## config.mk

```make
export PLATFORM = sky130hd
export DESIGN_NAME = rcp_parser
export DESIGN_NICKNAME = d
export VERILOG_FILES = /design/src/hdl/rcp_pkg.sv /design/src/hdl/rcp_unit_match.sv /design/src/hdl/rcp_parser.sv
export VERILOG_INCLUDE_DIRS = /design/src /design/src/hdl
export SDC_FILE = /design/constraint.sdc
export NUM_CORES = 1
export LEC_CHECK = 0
export BUFFER_PORTS_ARGS = -buffer_cell sky130_fd_sc_hd__clkbuf_2
export CAP_MARGIN = 20
export CELL_PAD_IN_SITES_DETAIL_PLACEMENT = 0
export CELL_PAD_IN_SITES_GLOBAL_PLACEMENT = 1
export CORE_MARGIN = 3
export CORE_UTILIZATION = 49
export DETAILED_ROUTE_END_ITERATION = 6
export PLACE_DENSITY_LB_ADDON = 0.1
export SYNTH_ARGS = -nofsm -noshare
export SYNTH_HDL_FRONTEND = slang
export SYNTH_SLANG_ARGS = --single-unit
```

## constraint.sdc

```tcl
create_clock -name clk -period 5.9 [get_ports clk]
set_clock_uncertainty 0.15 [all_clocks]
set_input_delay 0.295 -clock clk [delete_from_list [all_inputs] [get_ports clk]]
set_output_delay 0.295 -clock clk [all_outputs]
set_load 0.01 [all_outputs]
```

## src/hdl/rcp_regs.svh

```systemverilog
// Constants for the remote command parser
`ifndef RCP_REGS_SVH
`define RCP_REGS_SVH

// ----------------------------------------
// Serial link timing
// ----------------------------------------
`define RCP_CLK_HZ 100000000
`define RCP_BAUD 9600
`define RCP_CNT_W 16

// ----------------------------------------
// Pin idle levels: serial mark, bus lines released
// ----------------------------------------
`define RCP_PIN_IDLE 13'h1000

// ----------------------------------------
// Character codes (7-bit)
// ----------------------------------------
`define RCP_CH_CR 7'h0D
`define RCP_CH_LF 7'h0A
`define RCP_CH_TAB 7'h09
`define RCP_CH_SP 7'h20
`define RCP_CH_COMMA 7'h2C
`define RCP_CH_DOT 7'h2E
`define RCP_CH_SLASH 7'h2F
`define RCP_CH_SEMI 7'h3B
`define RCP_CH_STAR 7'h2A
`define RCP_CH_QUERY 7'h3F
`define RCP_CH_ONE 7'h31
`define RCP_CH_XON 7'h11
`define RCP_CH_XOFF 7'h13
`define RCP_CH_LA 7'h61
`define RCP_CH_LZ 7'h7A
`define RCP_CH_UA 7'h41
`define RCP_CH_UZ 7'h5A
`define RCP_CH_D0 7'h30
`define RCP_CH_D9 7'h39
`define RCP_CASE 7'h20

// ----------------------------------------
// Token buffers
// ----------------------------------------
`define RCP_TOK_MAX 4'h8
`define RCP_TOK_OVF 4'h9
`define RCP_PEND_MAX 4'hF

// ----------------------------------------
// Headers handled here (right-aligned)
// ----------------------------------------
`define RCP_H_WAI 64'h2A574149
`define RCP_H_OPC 64'h2A4F5043
`define RCP_H_OPCQ 64'h2A4F50433F
`define RCP_H_IDNQ 64'h2A49444E3F
`define RCP_H_LOCAL 64'h4C4F43414C
`define RCP_H_REMOTE 64'h52454D4F5445
`define RCP_H_LOCKOUT 64'h4C4F434B4F5554

// ----------------------------------------
// Bus interface messages (ATN true)
// ----------------------------------------
`define RCP_M_GTL 7'h01
`define RCP_M_SDC 7'h04
`define RCP_M_GET 7'h08
`define RCP_M_LLO 7'h11
`define RCP_M_DCL 7'h14
`define RCP_M_UNL 7'h3F
`define RCP_M_LAG 2'h1

// ----------------------------------------
// Identification reply (value arbitrary)
// ----------------------------------------
`define RCP_ID_LEN 5'hC
`define RCP_ID_STR 96'h43414C2C50432C302C312E30

// ----------------------------------------
// Accepted unit suffixes, folded
// ----------------------------------------
`define RCP_N_UNITS 27
`define RCP_UNITS '{ \
  64'h5556, 64'h4D56, 64'h56, 64'h4B56, 64'h5541, \
  64'h4D41, 64'h41, 64'h4F484D, 64'h4B4F484D, \
  64'h4D4F484D, 64'h43454C, 64'h464152, 64'h505349, \
  64'h4D4D4847, 64'h494E4847, 64'h494E48324F3443, \
  64'h494E48324F323043, 64'h494E48324F363046, \
  64'h434D48324F3443, 64'h434D48324F323043, \
  64'h4D4D48324F3443, 64'h4D4D48324F323043, \
  64'h424152, 64'h4D424152, 64'h4B5041, 64'h4D5041, \
  64'h4B472F434D32}

`endif

```

## src/hdl/rcp_pkg.sv

```systemverilog
// Types shared by the remote command parser
package rcp_pkg;

  // ----------------------------------------
  // Dispatched command
  // ----------------------------------------
  typedef struct packed {
    logic [63:0] header;  // Right-aligned name
    logic [63:0] unit;    // Right-aligned suffix
    logic has_unit;       // Suffix present
    logic common;         // Starts with asterisk
    logic query;          // Ends with question mark
    logic from_serial;    // Arrived on serial link
  } rcp_cmd_t;

  // ----------------------------------------
  // Response byte
  // ----------------------------------------
  typedef struct packed {
    logic [7:0] data;     // Character
    logic last;           // Terminator byte
    logic to_serial;      // Route to serial link
  } rcp_resp_t;

  // Local/remote operating states
  typedef enum logic [1:0] {
    RL_LOCS, RL_LWLS, RL_REMS, RL_RWLS
  } rcp_rl_t;

endpackage : rcp_pkg

```

## src/hdl/rcp_unit_match.sv

```systemverilog
// Unit suffix lookup against the accepted set
`timescale 1ns/1ps
`default_nettype none
`include "rcp_regs.svh"

module rcp_unit_match (
  input wire logic [63:0] unit,
  input wire logic [3:0] unit_len,
  output logic ok
);

  // ----------------------------------------
  // Table compare
  // ----------------------------------------
  localparam logic [63:0] TABLE [`RCP_N_UNITS] = `RCP_UNITS;

  logic [`RCP_N_UNITS-1:0] hit; // One bit per entry

  // One comparator per accepted suffix
  genvar i;
  generate
    for (i = 0; i < `RCP_N_UNITS; i++) begin : g_unit
      assign hit[i] = (unit == TABLE[i]);
    end
  endgenerate

  // Overlong suffix can never match
  assign ok = (|hit) && (unit_len <= `RCP_TOK_MAX);

endmodule : rcp_unit_match
`default_nettype wire

```

## src/hdl/rcp_parser.sv

```systemverilog
// Remote command parser: serial and parallel bus front end
// ----------------------------------------
// ----------------------------------------
`timescale 1ns/1ps
`default_nettype none
`include "rcp_regs.svh"

module rcp_parser #(
  parameter int BIT_CYCLES = `RCP_CLK_HZ / `RCP_BAUD
) (
  input wire logic clk,
  input wire logic nrst,
  input wire logic ser_rx,
  input wire logic [7:0] bus_dio,
  input wire logic bus_dav,
  input wire logic bus_atn,
  input wire logic bus_eoi,
  input wire logic bus_ren,
  input wire logic [4:0] bus_addr,
  input wire logic panel_local,
  output logic bus_hold,
  output logic listen,
  output rcp_pkg::rcp_cmd_t cmd,
  output logic cmd_valid,
  input wire logic cmd_ready,
  input wire logic ovl_start,
  input wire logic ovl_done,
  output logic opc_event,
  output logic cmd_error,
  output rcp_pkg::rcp_resp_t resp,
  output logic resp_valid,
  input wire logic resp_ready,
  output logic dev_clear,
  output logic dev_trigger,
  output logic remote,
  output logic lockout
);

  // ----------------------------------------
  // Pin synchronisers
  // ----------------------------------------
  logic [12:0] pin_meta; // First stage only
  logic [12:0] pin_sync; // Safe to read
  logic dav_d;           // Edge detect
  logic ren_d;           // Edge detect

  // Two flops on every pin
  always_ff @(posedge clk or negedge nrst) begin
    if (!nrst) begin
      // Idle levels, so the edge detectors see no false DAV edge after reset
      pin_meta <= `RCP_PIN_IDLE;
      pin_sync <= `RCP_PIN_IDLE;
      dav_d <= 1'b0;
      ren_d <= 1'b0;
    end else begin
      pin_meta <= {ser_rx, bus_dav, bus_atn, bus_eoi, bus_ren, bus_dio};
      pin_sync <= pin_meta;
      dav_d <= pin_sync[11];
      ren_d <= pin_sync[8];
    end
  end

  logic rx_s;
  logic dav_rise;
  logic ren_s;
  logic [6:0] dio7;
  assign rx_s = pin_sync[12];
  assign dav_rise = pin_sync[11] && !dav_d;
  assign ren_s = pin_sync[8];
  assign dio7 = pin_sync[6:0]; // Top data bit ignored

  // ----------------------------------------
  // Serial receiver, 8N1
  // ----------------------------------------
  typedef enum logic [1:0] {U_IDLE, U_START, U_DATA, U_STOP} rcp_ust_t;
  localparam logic [15:0] FULL = 16'(BIT_CYCLES - 1);
  localparam logic [15:0] HALF = 16'(BIT_CYCLES / 2 - 1);
  rcp_ust_t ust, next_ust;
  logic [15:0] ucnt, next_ucnt;
  logic [2:0] ubit, next_ubit;
  logic [7:0] ush, next_ush;
  logic ser_v, next_ser_v;   // Byte ready pulse
  logic ser_fe, next_ser_fe; // Framing error pulse

  // Bit timing from the local clock
  always_comb begin
    next_ust = ust;
    next_ucnt = ucnt + 16'h1;
    next_ubit = ubit;
    next_ush = ush;
    next_ser_v = 1'b0;
    next_ser_fe = 1'b0;
    case (ust)
      U_IDLE: begin
        next_ucnt = 16'h0;
        if (!rx_s) next_ust = U_START;
      end
      U_START: begin // Recheck at mid bit
        if (ucnt == HALF) begin
          next_ucnt = 16'h0;
          next_ubit = 3'h0;
          next_ust = rx_s ? U_IDLE : U_DATA;
        end
      end
      U_DATA: begin
        if (ucnt == FULL) begin
          next_ucnt = 16'h0;
          next_ush = {rx_s, ush[7:1]};
          next_ubit = ubit + 3'h1;
          if (ubit == 3'h7) next_ust = U_STOP;
        end
      end
      U_STOP: begin
        if (ucnt == FULL) begin
          next_ust = U_IDLE;
          next_ser_v = rx_s;
          next_ser_fe = !rx_s;
        end
      end
      default: next_ust = U_IDLE;
    endcase
  end

  always_ff @(posedge clk or negedge nrst) begin
    if (!nrst) begin
      ust <= U_IDLE;
      ucnt <= 16'h0;
      ubit <= 3'h0;
      ush <= 8'h00;
      ser_v <= 1'b0;
      ser_fe <= 1'b0;
    end else begin
      ust <= next_ust;
      ucnt <= next_ucnt;
      ubit <= next_ubit;
      ush <= next_ush;
      ser_v <= next_ser_v;
      ser_fe <= next_ser_fe;
    end
  end

  // ----------------------------------------
  // Bus message decode and input slot
  // ----------------------------------------
  typedef enum logic [2:0] {
    P_COLLECT, P_EVAL, P_DISP, P_WAIT, P_RESP
  } rcp_pst_t;
  rcp_pst_t pst, next_pst;

  logic in_v, next_in_v;       // Slot holds a byte
  logic [6:0] in_ch, next_in_ch;
  logic in_end, next_in_end;   // Byte ends the line
  logic in_ser, next_in_ser;   // Byte came from serial
  logic next_listen;
  logic next_dev_clear;
  logic next_dev_trigger;
  logic overrun;               // Serial byte lost
  logic atn_msg;               // Message byte strobed
  logic gtl_p, llo_p, mla_p;   // Message pulses
  logic take;                  // Parser consumes slot

  assign take = in_v && (pst == P_COLLECT);
  assign atn_msg = dav_rise && pin_sync[10];
  assign mla_p = atn_msg && (dio7 == {`RCP_M_LAG, bus_addr});
  assign gtl_p = atn_msg && listen && (dio7 == `RCP_M_GTL);
  assign llo_p = atn_msg && (dio7 == `RCP_M_LLO);
  assign overrun = ser_v && in_v && !take;

  // Slot filling; the bus is held off, serial cannot be
  always_comb begin
    next_in_v = in_v && !take;
    next_in_ch = in_ch;
    next_in_end = in_end;
    next_in_ser = in_ser;
    next_listen = listen;
    next_dev_clear = 1'b0;
    next_dev_trigger = 1'b0;
    if (atn_msg) begin
      if (mla_p) next_listen = 1'b1;
      if (dio7 == `RCP_M_UNL) next_listen = 1'b0;
      next_dev_clear = (dio7 == `RCP_M_DCL) || (listen && dio7 == `RCP_M_SDC);
      next_dev_trigger = listen && (dio7 == `RCP_M_GET);
    end
    if (dav_rise && !pin_sync[10] && listen && !next_in_v) begin
      next_in_v = 1'b1;
      next_in_ch = dio7;
      next_in_end = pin_sync[9] || (dio7 == `RCP_CH_CR);
      next_in_ser = 1'b0;
    end else if (ser_v && !next_in_v && ush[6:0] != `RCP_CH_XON
                 && ush[6:0] != `RCP_CH_XOFF) begin
      next_in_v = 1'b1;
      next_in_ch = ush[6:0];
      next_in_end = (ush[6:0] == `RCP_CH_CR) || (ush[6:0] == `RCP_CH_LF);
      next_in_ser = 1'b1;
    end
  end

  always_ff @(posedge clk or negedge nrst) begin
    if (!nrst) begin
      in_v <= 1'b0;
      in_ch <= 7'h00;
      in_end <= 1'b0;
      in_ser <= 1'b0;
      listen <= 1'b0;
      dev_clear <= 1'b0;
      dev_trigger <= 1'b0;
    end else begin
      in_v <= next_in_v;
      in_ch <= next_in_ch;
      in_end <= next_in_end;
      in_ser <= next_in_ser;
      listen <= next_listen;
      dev_clear <= next_dev_clear;
      dev_trigger <= next_dev_trigger;
    end
  end

  // Bus listener must not strobe while the slot is full
  assign bus_hold = in_v;

  // ----------------------------------------
  // Character classes
  // ----------------------------------------
  logic [6:0] ch;  // Folded character
  logic is_alpha;
  logic is_digit;
  logic is_blank;
  assign ch = (in_ch >= `RCP_CH_LA && in_ch <= `RCP_CH_LZ) ?
              (in_ch - `RCP_CASE) : in_ch;
  assign is_alpha = (ch >= `RCP_CH_UA) && (ch <= `RCP_CH_UZ);
  assign is_digit = (ch >= `RCP_CH_D0) && (ch <= `RCP_CH_D9);
  assign is_blank = (ch == `RCP_CH_SP) || (ch == `RCP_CH_TAB);

  // ----------------------------------------
  // Parser and dispatcher
  // ----------------------------------------
  logic [63:0] hdr, next_hdr;
  logic [3:0] hlen, next_hlen;
  logic [6:0] first, next_first;
  logic [63:0] unit, next_unit;
  logic [3:0] ulen, next_ulen;
  logic in_prm, next_in_prm;   // Past the header
  logic in_unit, next_in_unit; // Inside a suffix
  logic num, next_num;         // Number just seen
  logic last_q, next_last_q;   // Last printable was '?'
  logic part_ser, next_part_ser;
  logic wai, next_wai;         // Waiting kind
  logic [3:0] pend, next_pend; // Overlapped in flight
  logic opc_arm, next_opc_arm;
  logic [4:0] ridx, next_ridx;
  logic rsel, next_rsel;       // 1: completion reply
  rcp_pkg::rcp_cmd_t next_cmd;
  rcp_pkg::rcp_resp_t next_resp;
  logic next_opc_event;
  logic next_cmd_error;
  logic ser_loc, ser_rem, ser_llo; // Serial state cmds
  logic unit_ok;
  localparam logic [95:0] ID_STR = `RCP_ID_STR; // Arbitrary

  rcp_unit_match u_unit (
    .unit(unit),
    .unit_len(ulen),
    .ok(unit_ok)
  );

  // Reply character at an index
  function automatic logic [7:0] reply_char(
    input logic sel, input logic [4:0] idx);
    if (sel) return (idx == 5'h0) ? {1'b0, `RCP_CH_ONE} : {1'b0, `RCP_CH_CR};
    if (idx < `RCP_ID_LEN) return ID_STR[8 * (`RCP_ID_LEN - 5'h1 - idx) +: 8];
    return {1'b0, `RCP_CH_CR};
  endfunction : reply_char

  // Collect a part, judge it, then hand it on
  always_comb begin
    next_pst = pst;
    next_hdr = hdr;
    next_hlen = hlen;
    next_first = first;
    next_unit = unit;
    next_ulen = ulen;
    next_in_prm = in_prm;
    next_in_unit = in_unit;
    next_num = num;
    next_last_q = last_q;
    next_part_ser = part_ser;
    next_wai = wai;
    next_opc_arm = opc_arm;
    next_ridx = ridx;
    next_rsel = rsel;
    next_cmd = cmd;
    next_resp = resp;
    next_opc_event = 1'b0;
    next_cmd_error = overrun || ser_fe;
    ser_loc = 1'b0;
    ser_rem = 1'b0;
    ser_llo = 1'b0;
    // Overlapped work runs beside parsing
    next_pend = pend + {3'h0, ovl_start && pend != `RCP_PEND_MAX}
                - {3'h0, ovl_done && pend != 4'h0};
    if (opc_arm && pend == 4'h0) begin
      next_opc_arm = 1'b0;
      next_opc_event = 1'b1;
    end
    case (pst)
      P_COLLECT: begin
        if (take) begin
          next_part_ser = in_ser;
          if (in_end || ch == `RCP_CH_SEMI) begin
            next_pst = P_EVAL;
          end else if (!in_prm) begin
            if (is_blank) begin
              next_in_prm = (hlen != 4'h0);
            end else if (hlen != `RCP_TOK_OVF) begin
              next_hdr = {hdr[55:0], 1'b0, ch};
              next_hlen = hlen + 4'h1;
              if (hlen == 4'h0) next_first = ch;
            end
          end else if (in_unit && (is_alpha || is_digit || ch == `RCP_CH_SLASH)) begin
            next_unit = {unit[55:0], 1'b0, ch};
            if (ulen != `RCP_TOK_OVF) next_ulen = ulen + 4'h1;
          end else if (is_alpha && num) begin // Suffix after a number
            next_unit = {57'h0, ch};
            next_ulen = 4'h1;
            next_in_unit = 1'b1;
          end else begin
            next_in_unit = 1'b0;
            next_num = is_digit || ch == `RCP_CH_DOT || (num && is_blank);
          end
          if (!is_blank && !in_end && ch != `RCP_CH_SEMI)
            next_last_q = (ch == `RCP_CH_QUERY);
        end
      end
      P_EVAL: begin
        next_pst = P_COLLECT;
        next_cmd.header = hdr;
        next_cmd.unit = unit;
        next_cmd.has_unit = (ulen != 4'h0);
        next_cmd.common = (first == `RCP_CH_STAR);
        next_cmd.query = last_q;
        next_cmd.from_serial = part_ser;
        if (hlen == 4'h0) begin
          next_pst = P_COLLECT; // Empty part is skipped
        end else if (hlen == `RCP_TOK_OVF) begin
          next_cmd_error = 1'b1;
        end else if (hdr == `RCP_H_WAI) begin
          next_wai = 1'b1;
          next_pst = P_WAIT;
        end else if (hdr == `RCP_H_OPC) begin
          next_opc_arm = 1'b1;
        end else if (hdr == `RCP_H_OPCQ) begin
          next_wai = 1'b0;
          next_pst = P_WAIT;
        end else if (hdr == `RCP_H_IDNQ) begin
          next_rsel = 1'b0;
          next_ridx = 5'h0;
          next_resp = '{reply_char(1'b0, 5'h0), 1'b0, part_ser};
          next_pst = P_RESP;
        end else if (hdr == `RCP_H_LOCAL || hdr == `RCP_H_REMOTE
                     || hdr == `RCP_H_LOCKOUT) begin
          next_cmd_error = next_cmd_error || !part_ser;
          ser_loc = part_ser && hdr == `RCP_H_LOCAL;
          ser_rem = part_ser && hdr == `RCP_H_REMOTE;
          ser_llo = part_ser && hdr == `RCP_H_LOCKOUT;
        end else if (ulen != 4'h0 && !unit_ok) begin
          next_cmd_error = 1'b1;
        end else begin
          next_pst = P_DISP;
        end
        // Clear the part buffer for the next one
        next_hdr = 64'h0;
        next_hlen = 4'h0;
        next_unit = 64'h0;
        next_ulen = 4'h0;
        next_in_prm = 1'b0;
        next_in_unit = 1'b0;
        next_num = 1'b0;
        next_last_q = 1'b0;
      end
      P_DISP: begin
        if (cmd_ready) next_pst = P_COLLECT;
      end
      P_WAIT: begin
        if (pend == 4'h0) begin
          next_pst = P_COLLECT;
          if (!wai) begin
            next_rsel = 1'b1;
            next_ridx = 5'h0;
            next_resp = '{reply_char(1'b1, 5'h0), 1'b0, part_ser};
            next_pst = P_RESP;
          end
        end
      end
      P_RESP: begin
        if (resp_ready) begin
          if (resp.last) begin
            next_pst = P_COLLECT;
          end else begin
            next_ridx = ridx + 5'h1;
            next_resp.data = reply_char(rsel, next_ridx);
            next_resp.last = (next_resp.data[6:0] == `RCP_CH_CR);
          end
        end
      end
      default: next_pst = P_COLLECT;
    endcase
  end

  always_ff @(posedge clk or negedge nrst) begin
    if (!nrst) begin
      pst <= P_COLLECT;
      hdr <= 64'h0;
      hlen <= 4'h0;
      first <= 7'h00;
      unit <= 64'h0;
      ulen <= 4'h0;
      in_prm <= 1'b0;
      in_unit <= 1'b0;
      num <= 1'b0;
      last_q <= 1'b0;
      part_ser <= 1'b0;
      wai <= 1'b0;
      pend <= 4'h0;
      opc_arm <= 1'b0;
      ridx <= 5'h0;
      rsel <= 1'b0;
      cmd <= '0;
      resp <= '0;
      opc_event <= 1'b0;
      cmd_error <= 1'b0;
    end else begin
      pst <= next_pst;
      hdr <= next_hdr;
      hlen <= next_hlen;
      first <= next_first;
      unit <= next_unit;
      ulen <= next_ulen;
      in_prm <= next_in_prm;
      in_unit <= next_in_unit;
      num <= next_num;
      last_q <= next_last_q;
      part_ser <= next_part_ser;
      wai <= next_wai;
      pend <= next_pend;
      opc_arm <= next_opc_arm;
      ridx <= next_ridx;
      rsel <= next_rsel;
      cmd <= next_cmd;
      resp <= next_resp;
      opc_event <= next_opc_event;
      cmd_error <= next_cmd_error;
    end
  end

  assign cmd_valid = (pst == P_DISP);
  assign resp_valid = (pst == P_RESP);

  // ----------------------------------------
  // Local / remote / lockout state
  // ----------------------------------------
  rcp_pkg::rcp_rl_t rl, next_rl;

  // REN fall wins; remote on bus only via REN plus address
  always_comb begin
    next_rl = rl;
    case (rl)
      rcp_pkg::RL_LOCS: begin
        if ((mla_p && ren_s) || ser_rem) next_rl = rcp_pkg::RL_REMS;
        else if (llo_p || ser_llo) next_rl = rcp_pkg::RL_LWLS;
      end
      rcp_pkg::RL_LWLS: begin
        if ((mla_p && ren_s) || ser_rem) next_rl = rcp_pkg::RL_RWLS;
        else if (ser_loc) next_rl = rcp_pkg::RL_LOCS;
      end
      rcp_pkg::RL_REMS: begin
        if (gtl_p || ser_loc || panel_local) next_rl = rcp_pkg::RL_LOCS;
        else if (llo_p || ser_llo) next_rl = rcp_pkg::RL_RWLS;
      end
      rcp_pkg::RL_RWLS: begin
        if (gtl_p) next_rl = rcp_pkg::RL_LWLS;
        else if (ser_loc) next_rl = rcp_pkg::RL_LOCS;
      end
      default: next_rl = rcp_pkg::RL_LOCS;
    endcase
    if (ren_d && !ren_s) next_rl = rcp_pkg::RL_LOCS;
  end

  always_ff @(posedge clk or negedge nrst) begin
    if (!nrst) rl <= rcp_pkg::RL_LOCS;
    else rl <= next_rl;
  end

  assign remote = (rl == rcp_pkg::RL_REMS) || (rl == rcp_pkg::RL_RWLS);
  assign lockout = (rl == rcp_pkg::RL_LWLS) || (rl == rcp_pkg::RL_RWLS);

endmodule : rcp_parser
`default_nettype wire

```

==> Yosys cells after proc, flatten, opt, wreduce, memory -nomap -nowiden <==
Index checks and enable logic that the tools add are counted.
{ "classes": {"n_shift": 1, "mux": 192, "eq_ne": 104, "bitwise_logic": 5, "reduce_logical": 101, "addsub": 9, "magnitude_cmp": 8} }
{ "ops": {"columns": ["cell", "count"], "rows": [
  ["$mux 64", 10],
  ["$eq 64x23->1 const B", 7],
  ["$eq 64x15->1 const B", 5],
  ["$eq 64x31->1 const B", 5],
  ["$eq 64x55->1 const B", 4],
  ["$eq 64x63->1 const B", 4],
  ["$pmux 64 s2", 2],
  ["$eq 64x30->1 const B", 2],
  ["$eq 64x38->1 const B", 2],
  ["$eq 64x47->1 const B", 2],
  ["$eq 64x7->1 const B", 2],
  ["$shiftx 96x33->8 const A", 1],
  ["$mux 1", 90],
  ["$mux 10", 8],
  ["$eq 64x39->1 const B", 1],
  ["$mux 8", 7],
  ["$mux 5", 10],
  ["$eq 7x6->1 const B", 7],
  ["$pmux 16 s3", 1],
  ["$ne 2x2->1 const B", 23],
  ["$mux 3", 15],
  ["$mux 4", 11],
  ["$eq 7x4->1 const B", 6],
  ["$logic_and 1x1->1", 36],
  ["63 further kinds", 159]
]} }
{ "totals": {"reg_bits": 381, "inputBits": 25, "out_inout_bits": 152} }

==> Depth between registers and ports, before layout <==
{ "logic_depth": {"ltp_word": 17, "mapped_depth": 11, "mapped_depth_nobuf": 11} }

==> Modules after synthesis <==
From an unflattened synthesis, not the netlist that was laid out.
{ "unflattened": {"cells_unflattened": 1696, "hier_area_um2": 15979.1} }
{ "modules_own_cells": {"columns": ["module", "seq_area_each_um2", "area_each_um2", "n_inst", "cells_each"], "rows": [
  ["rcp_parser", 8635.8, 15107.0, 1, 1558],
  ["rcp_unit_match", 0.0, 872.1, 1, 138]
]} }

==> Worst setup path after synthesis <==
No wires, ideal clock.
{ "synth_path": {"kind": "reg-to-reg", "start": "register ridx[0]", "end": "register resp[1] in the netlist's numbering", "setup_ns": 0.077, "required_ns": 5.673, "path_buffers": 0, "arrival_time_ns": 2.376, "period_less_slack_ns": 2.604, "stages_incl_launch_ff": 11, "setup_slack_ns": 3.296, "path_cell_list": "dfrtp_1 > ha_1 > xnor2_1 > inv_1 > ha_1 > inv_1 > o31ai_1 > a31oi_1 > nor2b_1 > nand4_1 > a21oi_1"} }
{ "synth_via": {"elab_chain_cells": 16, "elab_cells_between_ends": 22, "classes_between": "add/sub: 2; order compare: 1; eq/ne: 1; shift: 1; mux: 16; reduce/logical: 1"} }
{ "synth_rtl": {"columns": ["element", "line_no", "text"], "rows": [
  ["start: declaration", "rcp_parser.sv:250", "logic [4:0] ridx, next_ridx;"],
  ["start signal: assignment", "rcp_parser.sv:446", "ridx <= next_ridx;"],
  ["$add 5x1->5 *", "rcp_parser.sv:399", "next_ridx = ridx + 5'h1;"],
  ["parallel branches: the longest is 7 deep, another holds $sub 4x5->6", null, null],
  ["$mux 8 *", "rcp_parser.sv:270", "if (idx < `RCP_ID_LEN) return ID_STR[8 * (`RCP_ID_LEN - 5'h1 - idx) +: 8];"],
  ["$mux 8 *", "rcp_parser.sv:396", "if (resp.last) begin"],
  ["$mux 8 *", "rcp_parser.sv:395", "if (resp_ready) begin"],
  ["$mux 8 *", "rcp_parser.sv:305", "case (pst)"],
  ["$eq 7x4->1 (no line) *", null, null],
  ["$mux 9 *", "rcp_parser.sv:396", null],
  ["$mux 9 *", "rcp_parser.sv:395", null],
  ["$pmux 9 s3 *", "rcp_parser.sv:305", null],
  ["end signal: assignment", "rcp_parser.sv:449", "resp <= next_resp;"],
  ["end: declaration", "rcp_parser.sv:30", "output rcp_pkg::rcp_resp_t resp,"]
]} }
Mark *: on every way between the ends. The select of a mux whose other input is x is not followed.
A chain may end at the register's enable or synchronous reset.

==> Worst setup path after layout <==
{ "layout_path": {"start": "register in_ch[3]", "end": "register ulen[0]"} }
{ "layout_via": {"elab_chain_cells": 13, "elab_cells_between_ends": 27, "classes_between": "add/sub: 1; order compare: 6; eq/ne: 5; mux: 6; reduce/logical: 9"} }
{ "layout_rtl": {"columns": ["element", "line_no", "text"], "rows": [
  ["start: declaration", "rcp_parser.sv:151", "logic [6:0] in_ch, next_in_ch;"],
  ["start signal: assignment", "rcp_parser.sv:209", "in_ch <= next_in_ch;"],
  ["$ge 7x7->1 (no line) / $le 7x7->1 (equally long branches)", null, null],
  ["$logic_and 1x1->1 (no line)", null, null],
  ["$mux 7 *", "rcp_parser.sv:228", "assign ch = (in_ch >= `RCP_CH_LA && in_ch <= `RCP_CH_LZ) ?"],
  ["$ge 7x7->1 (no line), or another cell as far along", null, null],
  ["$logic_and 1x1->1, on equally long branches", "rcp_parser.sv:230, rcp_parser.sv:231", null],
  ["$logic_or 1x1->1", "rcp_parser.sv:319", "end else if (in_unit && (is_alpha || is_digit || ch == `RCP_CH_SLASH)) begin"],
  ["$logic_or 1x1->1 (no line)", null, null],
  ["$logic_and 1x1->1", "rcp_parser.sv:319", null],
  ["$mux 4", "rcp_parser.sv:319", null],
  ["$mux 4", "rcp_parser.sv:311", "end else if (!in_prm) begin"],
  ["$mux 4", "rcp_parser.sv:309", "if (in_end || ch == `RCP_CH_SEMI) begin"],
  ["$mux 4", "rcp_parser.sv:307", "if (take) begin"],
  ["$pmux 4 s2", "rcp_parser.sv:305", null],
  ["end signal: assignment", "rcp_parser.sv:437", "ulen <= next_ulen;"],
  ["end: declaration", "rcp_parser.sv:241", "logic [3:0] ulen, next_ulen;"]
]} }
Mark *: on every way between the ends. The rest lies on a longest branch, timed or not. The select of a mux whose other input is x is not followed.

==> run metrics <==
Worst Setup SP=in_ch[3]; core area=32000 um2; overall routing resource usage=0.228; antenna fix cells=0; Sw Share=0.311; area grow syn2layout=14.7%; Die X=188 um; max-slew violation count=0; Worst Max-Slew Pin Slew=1.08 ns; Worst-path clk slew=~0.060 ns; slew margin rel.=0.276; f_max=270 MHz; Post-CTS Setup Inserts=0; CTS max path bufs=3; Placement Rows=65; Critical Path RT=6.16 ns; combinational power share=0.177; Final period util=0.627; Avg Synthesized Cell Area=9.86 um2; Synth Register Bits=~350; most frequent cell after synthesis=nand2_1; DRT iter0 DRCs=approximately 1000; port buffer count=between 150 and 200; hold crit path type=in2reg; CP max stage delay=between 0.7 and 0.8 ns; P_leak=9.16 nW; Design Area, Final=18500 um2; cell count after synthesis=around 1600; RR Startpoint=in_ch[3]; Final Net Count=approximately 1800; hpwl dp=26.9 mm; CP arrival=3.96 ns; # hold bufs at CTS=14; vias per cell=5.66; Post-Syn Area=between 15000 and 20000 um2; setup TNS=0 ns; H-tree depth=2; clk_lat worst skew=0.53 ns; GPL Wtd Cong=0.897; final setup fails=0; net load switching power=1.89 mW; via total after detailed routing=12623; hold path start=panel_local; Synth area leaders=dfrtp_1, nand2_1, a22o_1, nor2_1, ha_1; filler instances=2881; largest net degree at the start of global routing=153; final hold vios=0; Die ar.=35200 um2; vias in the first global route=between 10000 and 15000; clk sinks=345; layout cell share with drive strength beyond 1=0.154; first-pass GRT wire length=66.9 mm; post-route ant nets=0; gr ovfl total=0; status=complete, no violations; synth cell count leaders=nand2_1, dfrtp_1, a22o_1; CTS tree=yes; area of the multi-input gates=6880 um2; max-cap violation count=0; final worst path period need=~3.7 ns; drt wl/cell=18.3 um; Int Pwr=4.20 mW; WL final=40.7 mm; initial antenna violation count=0; CP Class=reg2reg; Slowest cell on crit path=dfrtp_1; Unique masters post-synth=88; final core utilization=0.578; RSZ-0062 raised after global routing=no; Synth area leader=dfrtp_1; TritonCTS buffer count=39; crit path cell chain=nand4_1 -> o311a_1 -> a31oi_2 -> a41o_1 -> a31o_2 -> buf_4 -> a31oi_1 -> o32ai_1; sequential share of the synthesized area=0.535; YS warnings=0; count of TritonRoute iterations in the first routing pass=5; Root Buffer Master=clkbuf_16; Initial Utilization=0.504; ys flop type=dfrtp_1; # DRC=0; PostCTS Resize Cnt=0; sequential power share=0.430; peak supply drop=253 uV; clock share of power=0.393; PwrDens=about 330 nW/um2; die height=roughly 190 um; Critical Path Start Type=flop; Area after DPL=approximately 17000 um2; Yosys top cell area share=0.532; FF+latch area=8640 um2; CP Capture Type=flop; number of synthesized flops with an enable pin=0; critical path peak fanout=36; Ports=177; Async SR Flop Fraction=1.00
## per-layer routing
| metal | vias to the layer above | global-route usage | wire, um |
|---|---|---|---|
| met2 | 358 | 0.369 | 19000 |
| li1 | 6004 | - | - |
| met5 | - | 0 | 0 |
| met1 | 6194 | 0.320 | 18700 |
| met3 | 67 | 0.0381 | 2090 |
| met4 | 0 | 0.0658 | 1040 |
## cell usage in the layout (no fill, tap or decap), drive strengths merged, types with 15 or more instances in the layout
cell type	n
dfrtp	343
nor4b	15
ha	20
nor3	25
nor2b	18
mux2	16
or3	15
nor4	26
clkbuf	211
inv	44
o21ai	49
nand4	36
nand3	37
xnor2	16
nand2	422
a22o	105
a21oi	34
nor2	87
conb	17
## worst max-delay path: cells and delay by family, from the launching register on
family                 cells  cell delay, ns
flip-flops                 1            0.75
AND/OR/NAND/NOR            1            0.25
AO/OA/AOI/OAI              6            1.93
buffers and inverters      1            0.48
## power by group through the flow
| stage | sequential (mW) | combinational [mW] | clock, mW |
|---|---|---|---|
| floorplan | 2.59 | 0.833 | 0 |
| global placement | 2.66 | 1.08 | 0 |
| detailed placement | 2.66 | 1.08 | 0 |
| CTS | 2.62 | 1.09 | 2.47 |
| global route | 2.64 | 1.22 | 2.56 |
| finish | 2.62 | 1.08 | 2.40 |
## sequential cells by signal, summed over array words and instances, names as in the netlist, 2 cells and up
name	flops
ubit	3
pin_sync	12
in_ch	7
ulen	4
rl	2
ush	8
unit	56
ridx	5
hdr	56
cmd	116
ust	2
resp	8
first	7
pin_meta	12
pend	4
ucnt	16
pst	3
hlen	4
## layout make-up
type / instances / share of cell area
sequential: 345 / 0.466
multi-input combinational: 1157 / 0.371
clock buffer: 54 / 0.0600
timing repair buffer: 182 / 0.0555
tap: 435 / 0.0294
clock inverter: 16 / 0.00939
inverter: 41 / 0.00831
## final timing paths
| kind | slack [ns] | to | depth (start not counted) |
|---|---|---|---|
| setup / recovery | 2.20 | ulen[0] | 8 |
| hold / removal | 0.03 | rl[0] | 4 |
| setup reg to reg | 2.20 | ulen[0] | 8 |
| hold reg to reg | 0.20 | pin_sync[10] | 0 |
| max in group asynchronous | 3.77 | cmd[53] | 3 |
| min in group asynchronous | 0.29 | resp[3] | 2 |
## cell families (layout without fill, tap and decap cells)
kind of cell / Yosys count / in the layout / synth area share
AO/OA/AOI/OAI: 272 / 272 / 0.126
adder cells (fa/ha/maj): 21 / 21 / 0.0167
other: 1 / 17 / 0.000232
buffers and inverters: 151 / 293 / 0.0448
flip-flops: 345 / 345 / 0.535
XOR/XNOR: 27 / 27 / 0.0146
multiplexers: 30 / 30 / 0.0206
AND/OR/NAND/NOR: 790 / 790 / 0.242
## metrics by stage
| step | power (mW) | setup slack, ns | cells | hold WS [ns] |
|---|---|---|---|---|
| 4_1_cts | 6.18 | 2.24 | 2229 | 0.00303 |
| 5_1_grt | 6.41 | 1.83 | 2230 | 0.0722 |
| 3_5_place_dp | 3.74 | 2.29 | 2145 | 0.185 |
| 2_1_floorplan | 3.42 | 3.30 | 1653 | -0.151 |
| 3_3_place_gp | 3.73 | 2.35 | 2144 | 0.183 |
| 6_report | 6.10 | 2.20 | 2230 | 0.0284 |
No activity file was read; power rests on OpenSTA's default activity.
